$ cat src/hdl/hlpt_pkg.sv
// Constants and types for the hardware limit period timer
package hlpt_pkg;

    // Register byte offsets
    localparam logic [7:0] OFS_CONTROL = 8'h00;
    localparam logic [7:0] OFS_LIMIT   = 8'h04;
    localparam logic [7:0] OFS_CLKSEL  = 8'h08;
    localparam logic [7:0] OFS_RSTSEL  = 8'h0c;
    localparam logic [7:0] OFS_PERIOD  = 8'h10;
    localparam logic [7:0] OFS_COUNT   = 8'h14;
    localparam logic [7:0] OFS_STATUS  = 8'h18;

    // Field positions
    localparam int ON_BIT      = 0;
    localparam int STAT_RUN    = 0;
    localparam int STAT_EN     = 1;

    // Values after reset
    localparam logic [4:0] MODE_RST   = 5'h00;
    localparam logic [2:0] CLKSEL_RST = 3'h0;
    localparam logic [2:0] RSTSEL_RST = 3'h0;
    localparam logic [7:0] PERIOD_RST = 8'hff;

    // Bus encodings
    localparam logic [2:0] HSIZE_WORD = 3'h2;

    // Timer clock sources
    localparam logic [2:0] CK_SYS    = 3'h0;
    localparam logic [2:0] CK_DIV4   = 3'h1;
    localparam logic [2:0] CK_LF     = 3'h2;
    localparam logic [2:0] CK_MF     = 3'h3;
    localparam logic [2:0] CK_HF     = 3'h4;
    localparam logic [2:0] CK_OTHER  = 3'h5;
    localparam logic [2:0] CK_PIN    = 3'h6;
    localparam logic [1:0] DIV4_LAST = 2'h3;

    // Operating modes
    typedef enum logic [4:0] {
        M_SW_GATE     = 5'b00000,
        M_ROLL_LOW    = 5'b00001,
        M_ROLL_HIGH   = 5'b00010,
        M_ROLL_EITHER = 5'b00011,
        M_ROLL_FALL   = 5'b00100,
        M_ROLL_RISE   = 5'b00101,
        M_GATE_HIGH   = 5'b00110,
        M_GATE_LOW    = 5'b00111,
        M_OS_SW       = 5'b01000,
        M_OS_RISE     = 5'b01001,
        M_OS_FALL     = 5'b01010,
        M_OS_EITHER   = 5'b01011,
        M_OS_RISE_RST = 5'b01100,
        M_OS_FALL_RST = 5'b01101,
        M_OS_LVL_HIGH = 5'b01110,
        M_OS_LVL_LOW  = 5'b01111,
        M_MONO_RISE   = 5'b10001,
        M_MONO_FALL   = 5'b10010,
        M_MONO_EITHER = 5'b10011,
        M_OS_RISE_LOW = 5'b10110,
        M_OS_FALL_HI  = 5'b10111
    } hlpt_mode_t;

endpackage

$ cat src/hdl/hlpt_timer.sv
// Hardware limit period timer with AHB-Lite register slave
//
// Summary of operation
// Software gate: count while enabled, clear on period match, stop when off.
// Active-high gate: count only with input high and enable set.
// Active-low gate: count only with input low and enable set.
// Rollover: increment per timer clock, freeze when off, resume from value.
// Rollover: on period match return to zero next clock and continue.
// Edge rollover: enable starts; selected edge clears counter and restarts.
// Edge rollover codes: 00101 rising, 00100 falling, 00011 either edge.
// Level rollover: held cleared while input high (00010) or low (00001).
// With enable off, no counting and external edges are ignored.
// Start and stop follow the enable within two timer clocks.
// Software changes the enable at times unrelated to the timer clock.
// Every limit mode lets the selected input clear and restart counting; code does not in modes 00000, 00110, 00111, 01000-01011, 10001-10011.
// Edge-start one-shot begins counting on the selected edge once enabled.
// Edge one-shot with limit: first edge starts, later edges clear.
// Edge start with level reset: rise with low reset, fall with high.
// Level one-shot counts at start level; opposite level resets counter.
// Monostable: qualifying edge starts a run, period match ends it.
// Timer clock chosen among system, divided by four, oscillators, pins.
// External reset input chosen from a pin or on-chip sources.
// Period match raises the missed-event interrupt request.
// One-shot modes clear the enable themselves at rollover.
// Edge limit one-shot codes: 01100 rising, 01101 falling.
// Level limit one-shot codes: 01110 high start, 01111 low start.
// Monostable stops without clearing enable; codes 10001, 10010, 10011.
// Enable and external input are synchronised before use.
// Period match is count equal to period on each active timer clock.
//
// Our own choices: the AHB-Lite interface to the registers and the address map.
`timescale 1ns/10ps
`default_nettype none

module hlpt_timer #(
    parameter int CW = 8
) (
    input  wire logic          clk_sys,
    input  wire logic          rst,
    input  wire logic          hsel,
    input  wire logic [31:0]   haddr,
    input  wire logic [1:0]    htrans,
    input  wire logic          hwrite,
    input  wire logic [2:0]    hsize,
    input  wire logic [31:0]   hwdata,
    input  wire logic          hready,
    output logic      [31:0]   hrdata,
    output logic               hreadyout,
    output logic               hresp,
    input  wire logic          osc_lf_in,
    input  wire logic          osc_mf_in,
    input  wire logic          osc_hf_in,
    input  wire logic          other_timer_in,
    input  wire logic          timer_pin_in,
    input  wire logic          reset_pin_in,
    input  wire logic          waveform_src_in,
    input  wire logic          zero_cross_src_in,
    input  wire logic          capture_compare_src_in,
    input  wire logic          other_timer_a_src_in,
    input  wire logic          other_timer_b_src_in,
    input  wire logic          comparator_src_in,
    output logic               period_match_irq,
    output logic      [CW-1:0] count_value
);

    localparam int NA = 12;

    // Bus state
    logic          wr_pend_reg;
    logic          rd_pend_reg;
    logic          rd_ready_reg;
    logic [7:0]    addr_reg;
    logic          word_reg;
    logic [31:0]   hrdata_reg;

    // Configuration
    logic          on_reg;
    logic [4:0]    mode_reg;
    logic [2:0]    clksel_reg;
    logic [2:0]    rstsel_reg;
    logic [CW-1:0] period_reg;
    logic [CW-1:0] count_reg;
    logic [CW-1:0] count_next;

    // Timer side
    logic [NA-1:0] async_s1_reg;
    logic [NA-1:0] async_s2_reg;
    logic [4:0]    ck_prev_reg;
    logic [1:0]    div_reg;
    logic          on_s1_reg;
    logic          on_s2_reg;
    logic          inp_prev_reg;
    logic          inp_reg;
    logic          run_reg;
    logic          run_next;
    logic          irq_reg;

    // Asynchronous inputs: clock sources low, reset sources high
    wire [NA-1:0] async_in = {comparator_src_in, other_timer_b_src_in,
                              other_timer_a_src_in, capture_compare_src_in,
                              zero_cross_src_in, waveform_src_in,
                              reset_pin_in, timer_pin_in, other_timer_in,
                              osc_hf_in, osc_mf_in, osc_lf_in};

    // two-stage synchronisers
    genvar gi;
    generate
        for (gi = 0; gi < NA; gi++) begin : g_sync
            always_ff @(posedge clk_sys) begin
                if (rst) begin
                    async_s1_reg[gi] <= 1'b0;
                    async_s2_reg[gi] <= 1'b0;
                end else begin
                    async_s1_reg[gi] <= async_in[gi];
                    async_s2_reg[gi] <= async_s1_reg[gi];
                end
            end
        end
    endgenerate

    // Bus decode
    wire take     = hsel & htrans[1] & hready;
    wire wr_ok    = wr_pend_reg & word_reg;
    wire wr_ctrl  = wr_ok & (addr_reg == hlpt_pkg::OFS_CONTROL);
    wire wr_limit = wr_ok & (addr_reg == hlpt_pkg::OFS_LIMIT);
    wire wr_ck    = wr_ok & (addr_reg == hlpt_pkg::OFS_CLKSEL);
    wire wr_rs    = wr_ok & (addr_reg == hlpt_pkg::OFS_RSTSEL);
    wire wr_per   = wr_ok & (addr_reg == hlpt_pkg::OFS_PERIOD);
    wire wr_count = wr_ok & (addr_reg == hlpt_pkg::OFS_COUNT);

    wire [31:0] rd_mux =
        (addr_reg == hlpt_pkg::OFS_CONTROL) ? {31'h0, on_reg} :
        (addr_reg == hlpt_pkg::OFS_LIMIT)   ? {27'h0, mode_reg} :
        (addr_reg == hlpt_pkg::OFS_CLKSEL)  ? {29'h0, clksel_reg} :
        (addr_reg == hlpt_pkg::OFS_RSTSEL)  ? {29'h0, rstsel_reg} :
        (addr_reg == hlpt_pkg::OFS_PERIOD)  ? 32'(period_reg) :
        (addr_reg == hlpt_pkg::OFS_COUNT)   ? 32'(count_reg) :
        (addr_reg == hlpt_pkg::OFS_STATUS)  ? {30'h0, on_s2_reg, run_reg} :
        32'h0;

    assign hreadyout = ~(rd_pend_reg & ~rd_ready_reg);
    assign hresp     = 1'b0;
    assign hrdata    = hrdata_reg;

    always_ff @(posedge clk_sys) begin
        if (rst) begin
            wr_pend_reg  <= 1'b0;
            rd_pend_reg  <= 1'b0;
            rd_ready_reg <= 1'b0;
            addr_reg     <= 8'h00;
            word_reg     <= 1'b0;
        end else if (hready) begin
            wr_pend_reg  <= take & hwrite;
            rd_pend_reg  <= take & ~hwrite;
            rd_ready_reg <= 1'b0;
            addr_reg     <= {haddr[7:2], 2'b00};
            word_reg     <= (hsize == hlpt_pkg::HSIZE_WORD) & (haddr[1:0] == 2'b00);
        end else begin
            wr_pend_reg  <= 1'b0;
            rd_ready_reg <= rd_pend_reg;
        end
    end

    always_ff @(posedge clk_sys) begin
        if (rst) begin
            hrdata_reg <= 32'h0;
        end else if (rd_pend_reg & ~rd_ready_reg) begin
            hrdata_reg <= rd_mux;
        end
    end

    // timer clock selection as a tick
    wire [4:0] ck_sync = async_s2_reg[4:0];
    wire [4:0] ck_rise = ck_sync & ~ck_prev_reg;
    wire tick =
        (clksel_reg == hlpt_pkg::CK_SYS)   ? 1'b1 :
        (clksel_reg == hlpt_pkg::CK_DIV4)  ? (div_reg == hlpt_pkg::DIV4_LAST) :
        (clksel_reg == hlpt_pkg::CK_LF)    ? ck_rise[0] :
        (clksel_reg == hlpt_pkg::CK_MF)    ? ck_rise[1] :
        (clksel_reg == hlpt_pkg::CK_HF)    ? ck_rise[2] :
        (clksel_reg == hlpt_pkg::CK_OTHER) ? ck_rise[3] :
        (clksel_reg == hlpt_pkg::CK_PIN)   ? ck_rise[4] :
        1'b0;

    // external reset source selection
    wire [6:0] rs_sync = async_s2_reg[NA-1:5];
    wire inp_sel = (rstsel_reg < 3'h7) ? rs_sync[rstsel_reg] : 1'b0;

    // Mode decode
    hlpt_pkg::hlpt_mode_t mode;
    assign mode = hlpt_pkg::hlpt_mode_t'(mode_reg);
    wire en       = on_s2_reg;
    wire inp      = inp_reg;
    wire rise     = inp & ~inp_prev_reg;
    wire fall     = ~inp & inp_prev_reg;
    wire edge_any = rise | fall;
    // edge limit one-shot codes
    wire es_os    = (mode == hlpt_pkg::M_OS_RISE_RST) |
                    (mode == hlpt_pkg::M_OS_FALL_RST);
    // level limit one-shot codes
    wire lvl_os   = (mode == hlpt_pkg::M_OS_LVL_HIGH) |
                    (mode == hlpt_pkg::M_OS_LVL_LOW);
    // monostable codes
    wire is_mono  = (mode == hlpt_pkg::M_MONO_RISE) |
                    (mode == hlpt_pkg::M_MONO_FALL) |
                    (mode == hlpt_pkg::M_MONO_EITHER);
    wire is_os    = (mode_reg[4:3] == 2'b01) |
                    (mode == hlpt_pkg::M_OS_RISE_LOW) |
                    (mode == hlpt_pkg::M_OS_FALL_HI);
    wire latched  = (is_os & ~lvl_os) | is_mono;

    // start trigger for edge-started modes and the software-started one-shot
    wire start_trig =
        (mode == hlpt_pkg::M_OS_SW) |
        (rise & ((mode == hlpt_pkg::M_OS_RISE) | (mode == hlpt_pkg::M_OS_RISE_RST) |
                 (mode == hlpt_pkg::M_OS_RISE_LOW) | (mode == hlpt_pkg::M_MONO_RISE))) |
        (fall & ((mode == hlpt_pkg::M_OS_FALL) | (mode == hlpt_pkg::M_OS_FALL_RST) |
                 (mode == hlpt_pkg::M_OS_FALL_HI) | (mode == hlpt_pkg::M_MONO_FALL))) |
        (edge_any & ((mode == hlpt_pkg::M_OS_EITHER) |
                     (mode == hlpt_pkg::M_MONO_EITHER)));

    // rollover reset edge selection
    wire roll_edge = (rise & (mode == hlpt_pkg::M_ROLL_RISE)) |
                     (fall & (mode == hlpt_pkg::M_ROLL_FALL)) |
                     (edge_any & (mode == hlpt_pkg::M_ROLL_EITHER));

    // level reset conditions
    wire lvl_rst = (inp & (mode == hlpt_pkg::M_ROLL_HIGH)) |
                   (~inp & (mode == hlpt_pkg::M_ROLL_LOW)) |
                   (~inp & (mode == hlpt_pkg::M_OS_RISE_LOW)) |
                   (inp & (mode == hlpt_pkg::M_OS_FALL_HI));

    // gating levels
    wire gate_ok =
        ((mode == hlpt_pkg::M_GATE_HIGH) | (mode == hlpt_pkg::M_OS_LVL_HIGH)) ? inp :
        ((mode == hlpt_pkg::M_GATE_LOW) | (mode == hlpt_pkg::M_OS_LVL_LOW)) ? ~inp :
        1'b1;

    // counting only while enabled
    wire active = en & gate_ok & (~latched | run_reg | start_trig);

    // period match while counting
    wire match_evt = active & (count_reg == period_reg);

    // external clear and restart
    wire ext_clr = en & (roll_edge | lvl_rst | (es_os & run_reg & start_trig) |
                         (lvl_os & ~gate_ok));

    wire clr = match_evt | ext_clr;
    wire hw_off = tick & match_evt & is_os;

    // clear on match, else count
    assign count_next = clr ? '0 : active ? count_reg + 1'b1 : count_reg;

    // monostable and one-shot run latch
    assign run_next = en & latched & ~match_evt & (run_reg | start_trig);

    always_ff @(posedge clk_sys) begin
        if (rst) begin
            on_reg     <= 1'b0;
            mode_reg   <= hlpt_pkg::MODE_RST;
            clksel_reg <= hlpt_pkg::CLKSEL_RST;
            rstsel_reg <= hlpt_pkg::RSTSEL_RST;
            period_reg <= CW'(hlpt_pkg::PERIOD_RST);
        end else begin
            // software write wins over hardware clear
            if (wr_ctrl) begin
                on_reg <= hwdata[hlpt_pkg::ON_BIT];
            end else if (hw_off) begin
                on_reg <= 1'b0;
            end
            if (wr_limit) begin
                mode_reg <= hwdata[4:0];
            end
            if (wr_ck) begin
                clksel_reg <= hwdata[2:0];
            end
            if (wr_rs) begin
                rstsel_reg <= hwdata[2:0];
            end
            if (wr_per) begin
                period_reg <= hwdata[CW-1:0];
            end
        end
    end

    always_ff @(posedge clk_sys) begin
        if (rst) begin
            ck_prev_reg <= 5'h00;
            div_reg     <= 2'h0;
            inp_reg     <= 1'b0;
        end else begin
            ck_prev_reg <= ck_sync;
            div_reg     <= div_reg + 2'h1;
            inp_reg     <= inp_sel;
        end
    end

    // enable passes two timer clocks
    always_ff @(posedge clk_sys) begin
        if (rst | hw_off) begin
            on_s1_reg <= 1'b0;
            on_s2_reg <= 1'b0;
        end else if (tick) begin
            on_s1_reg <= on_reg;
            on_s2_reg <= on_s1_reg;
        end
    end

    always_ff @(posedge clk_sys) begin
        if (rst) begin
            count_reg    <= '0;
            run_reg      <= 1'b0;
            inp_prev_reg <= 1'b0;
            irq_reg      <= 1'b0;
        end else begin
            // missed-event request on match
            irq_reg <= tick & match_evt;
            if (wr_count) begin
                count_reg <= hwdata[CW-1:0];
            end else if (tick) begin
                count_reg <= count_next;
            end
            if (tick) begin
                run_reg      <= run_next;
                inp_prev_reg <= inp;
            end
        end
    end

    assign period_match_irq = irq_reg;
    assign count_value      = count_reg;

    a_match_clear: assert property (
        @(posedge clk_sys) disable iff (rst)
        (tick && match_evt && !wr_count) |=> (count_reg == '0))
        else $error("count not cleared after match");

    a_off_freeze: assert property (
        @(posedge clk_sys) disable iff (rst)
        (tick && !en && !wr_count) |=> $stable(count_reg))
        else $error("count moved while disabled");

    a_gate_high: assert property (
        @(posedge clk_sys) disable iff (rst)
        (tick && en && !inp && mode == hlpt_pkg::M_GATE_HIGH && !wr_count)
        |=> $stable(count_reg))
        else $error("gate high counted with input low");

    a_edge_reset: assert property (
        @(posedge clk_sys) disable iff (rst)
        (tick && en && rise && mode == hlpt_pkg::M_ROLL_RISE && !wr_count)
        |=> (count_reg == '0))
        else $error("rising edge did not clear count");

    a_level_hold: assert property (
        @(posedge clk_sys) disable iff (rst)
        (tick && en && inp && mode == hlpt_pkg::M_ROLL_HIGH && !wr_count)
        |=> (count_reg == '0))
        else $error("high level did not hold count clear");

    a_oneshot_off: assert property (
        @(posedge clk_sys) disable iff (rst)
        (tick && match_evt && is_os && !wr_ctrl) |=> (!on_reg && !en))
        else $error("one-shot left enable set");

    a_mono_stop: assert property (
        @(posedge clk_sys) disable iff (rst)
        (tick && match_evt && is_mono && on_reg && !wr_ctrl)
        |=> (on_reg && !run_reg))
        else $error("monostable run did not end correctly");

    a_enable_lag: assert property (
        @(posedge clk_sys) disable iff (rst)
        ($rose(on_reg) && clksel_reg == hlpt_pkg::CK_SYS)
        ##1 (on_reg && clksel_reg == hlpt_pkg::CK_SYS)
        |=> (en || !on_reg))
        else $error("enable not seen within two timer clocks");

    a_irq_match: assert property (
        @(posedge clk_sys) disable iff (rst)
        (tick && match_evt) |=> period_match_irq ##1 !period_match_irq
        || (tick && match_evt))
        else $error("match request malformed");

endmodule

`default_nettype wire

$ cat config.mk
export PLATFORM = sky130hd
export DESIGN_NAME = hlpt_timer
export DESIGN_NICKNAME = d
export VERILOG_FILES = /design/src/hdl/hlpt_pkg.sv /design/src/hdl/hlpt_timer.sv
export SDC_FILE = /design/constraint.sdc
export NUM_CORES = 1
export LEC_CHECK = 0
export ABC_AREA = 1
export ABC_CLOCK_PERIOD_IN_PS = 2650
export BUFFER_PORTS_ARGS = -buffer_cell sky130_fd_sc_hd__buf_2
export CAP_MARGIN = 20
export CORE_MARGIN = 2
export CORE_UTILIZATION = 50
export DETAILED_ROUTE_END_ITERATION = 8
export GPL_TIMING_DRIVEN = 0
export PLACE_DENSITY = 0.79
export RECOVER_POWER = 25
export SYNTH_ARGS = -nofsm -noshare
export SYNTH_HDL_FRONTEND = slang
export SYNTH_SLANG_ARGS = --single-unit
export TNS_END_PERCENT = 10
$ cat constraint.sdc
create_clock -name clk_sys -period 2.65 [get_ports clk_sys]
set_input_delay 0.1325 -clock clk_sys [delete_from_list [all_inputs] [get_ports clk_sys]]
set_output_delay 0.1325 -clock clk_sys [all_outputs]
set_load 0.03 [all_outputs]
==> reports/metrics.yaml <==
status: "complete, but fails checks"
violations: "negative hold slack"
htree_levels: 3
syn_area_um2: 4076
cp-startpoint: "rd_pend_reg"
finalSetupTns_ps: 0
hold_class: "in -> reg"
fillers: 712
p_switching_w: 0.0006740
critical_path.slowest_cell: "nor2_1"
grt_overflow: 0
async_reset_ff_share_pct: 0
gp_congestion: 0.9002
cts-root-buf: "clkbuf_8"
drt_pass1_iterations: 5
slew_headroom_pct: 48.56
synth_top_cell_by_area: "dfxtp_1"
fmax_mhz: 465.2
antenna_cells: 0
pwr-share-clk_pct: 39.0
cp_cell_sequence: "inv_1 -> nor2_1 -> clkinv_1 -> buf_2"
synth_top_flop_cell: "dfxtp_1"
path_depth: 4
worst_slack_ps: 500.5
synth_seq_cells: 83
synthTopCellsByArea: "dfxtp_1 (41%), nand2_1 (8.7%), nor2_1 (7.0%)"
dieArea_um2: 8891
clk-insertion-delay-late_ps: 370
yosys_warnings: 0
crit_buf_inv: 3
power.leakage_nw: 2.279
pwr-share-seq_pct: 51.4
drc_errors: 0
crit_path_end_kind: "primary output"
avgSynthCellArea_um2: 7.177
peakVddDrop_mv: 0.3742
drv_slew: 0
avgViaCountPerCell: 4.982
grt_pass1_vias: 3647
ioPinCount: 129
timing.final.crit_period_ps: 2149
rows: 32
ys_types: 42
clk_pin_slew_ps: 90
timing.final.hold_violations: 1
place_worst_setup_slack_ps: 603.4
synth.top_cell.area_share_pct: 40.76
start_util_pct: 52.21
reg2reg_from: "addr_reg[6]"
power_density_nw_per_um2: 507.6
rr_worst_depth: 11
vias: 3876
first_iter_violations: 191
drt-wirelength-per-cell_um: 12.39
crit_path_max_fanout: 10
grt_first_pass_wirelength_mm: 16.06
critPathCapture: "hreadyout"
holdWs_ps: -0.8973
power_frac_comb_pct: 9.6
synth-seq-area-share_pct: 40.76
antenna_found_initial: 0
dp_hpwl_mm: 7.092
worst_slew_pin_slew_ps: 768.8
ctsResizeCount: 0
setup_violations: 0
crit_family: "buffers and inverters"
synth_cells: 568
io_buffers: 52
drt-total-wl_mm: 9.643
areaGrowthSynthToFinish_pct: 21.03
fp.dieW_um: 94.29
grt_util_all_layers_pct: 22.89
critical_path_class: "reg -> out"
cts_tree: "built"
critPathMaxStageDelay_ps: 590
nets: 761
rsz0062_at_grt: "false"
min_period_over_period_pct: 81.11
grt_max_degree: 18
dieHeight_um: 94.29
p_int_w: 0.001830
cp.required_ps: 2520
numCtsBuffers: 9
skew_ps: 14.34
rr_endpoint: "count_value[0]"
drive_gt1_share_pct: 19.82
cts.sinks: 83
cap_violations: 0
cts.path.max_buffers: 2
arrival_ps: 2020
synth_edf_count: 0
ant_nets: 0
core_um2: 7807
cp-start-kind: "register"
reg2reg_slack_ps: 560
switching_share_pct: 26.91
[how the worst min path moves through the flow]
stage | startpoint | cells past startpoint | to
floorplan | osc_lf_in | 2 | async_s1_reg[0]
global placement | other_timer_b_src_in | 3 | async_s1_reg[10]
detailed placement | zero_cross_src_in | 3 | async_s1_reg[7]
CTS | haddr[6] | 3 | addr_reg[6]
global route | haddr[6] | 3 | addr_reg[6]
finish | haddr[6] | 3 | addr_reg[6]
[metal layers]
metal  track usage [%]  vias up  share of wire, %
met3             5.056       18               6.1
met1             26.90     1746                43
met4             7.367        0               1.7
li1                  -     1969                 -
met2             41.13      143                49
met5                 0        -                 0
[final cells by class]
class,instances,area [um^2],share of cell area (%)
repair buffers,68,420.4,8.521
clock buffers,9,123.9,2.511
plain buffers,42,254.0,5.148
inverters,83,311.5,6.315
flip-flops and latches,83,1662,33.68
clock inverters,7,95.09,1.927
multi-input cells,384,1939,39.31
well taps,102,127.6,2.587
[tightest hold or removal path: stages]
cell and delay (ps):
buf_2 80, nand3_1 60, o21ai_0 60
[power by group through the flow]
stage,combinational (W),clock [W],sequential [W]
after floorplan,0.000158,0,0.00132
after global placement,0.000214,0,0.00131
after detailed placement,0.000218,0,0.00132
after CTS,0.000237,0.000992,0.00129
after global routing,0.000266,0.00104,0.00129
final,0.000240,0.000978,0.00129
[synth_stat cells, types with 2 or more instances]
master and number:
clkbuf_1 14, o2111ai_1 2, clkinv_1 2, nand3_1 42, inv_1 75, buf_4 25, o211ai_1 9, a21oi_2 9
dfxtp_1 83, ha_1 4, nand4_1 6, inv_2 6, buf_2 2, o21ai_0 28, nor2_1 76, o22ai_1 4
a21oi_1 27, nand3b_1 2, nand2_1 95, nor2_2 4, nand2_4 2, xnor2_1 9, nand2_2 12, nand2_8 2
nor3_1 9, xor2_1 3
[cells by family (layout without fill, tap and decap cells)]
group	count (synthesis)	count (layout)	share of synthesized area [%]
compound gates	88	88	13.17
buf+inv	125	209	13.87
flops	83	83	40.76
simple gates	255	255	28.30
other cells	1	25	0.09199
fa+ha+maj	4	4	1.228
xor+xnor	12	12	2.578
[stage by stage]
step                      cells  util [%]  hold slack [ps]  cell area, um^2  total power [W]
after global placement      746     58.33            330.3             4554         0.001528
final                       778     63.19          -0.8973             4933         0.002504
after global routing        778     63.19            12.38             4933         0.002598
after CTS                   778     63.19            2.010             4933         0.002516
after detailed placement    746     58.33            340.5             4554         0.001534
after floorplan             592         -            239.5             4167         0.001473
[what timing repair did]
action | in CTS | in global routing
buffers inserted | 0 | 0
hold endpoints to repair | 16 | 0
hold buffers | 16 | 0
endpoints found under the setup margin | 0 | 0
[cells in the final DEF (no fill, tap or decap), types with 12 or more instances in the layout]
master	n
conb_1	25
nand3_1	42
nor2_1	76
o21ai_0	28
inv_1	75
dfxtp_1	83
buf_2	54
clkbuf_1	14
a21oi_1	27
nand2_2	12
nand2_1	95
buf_4	25
dlygate4sd3_1	16
Note: power is estimated with default switching activity, not from simulation.
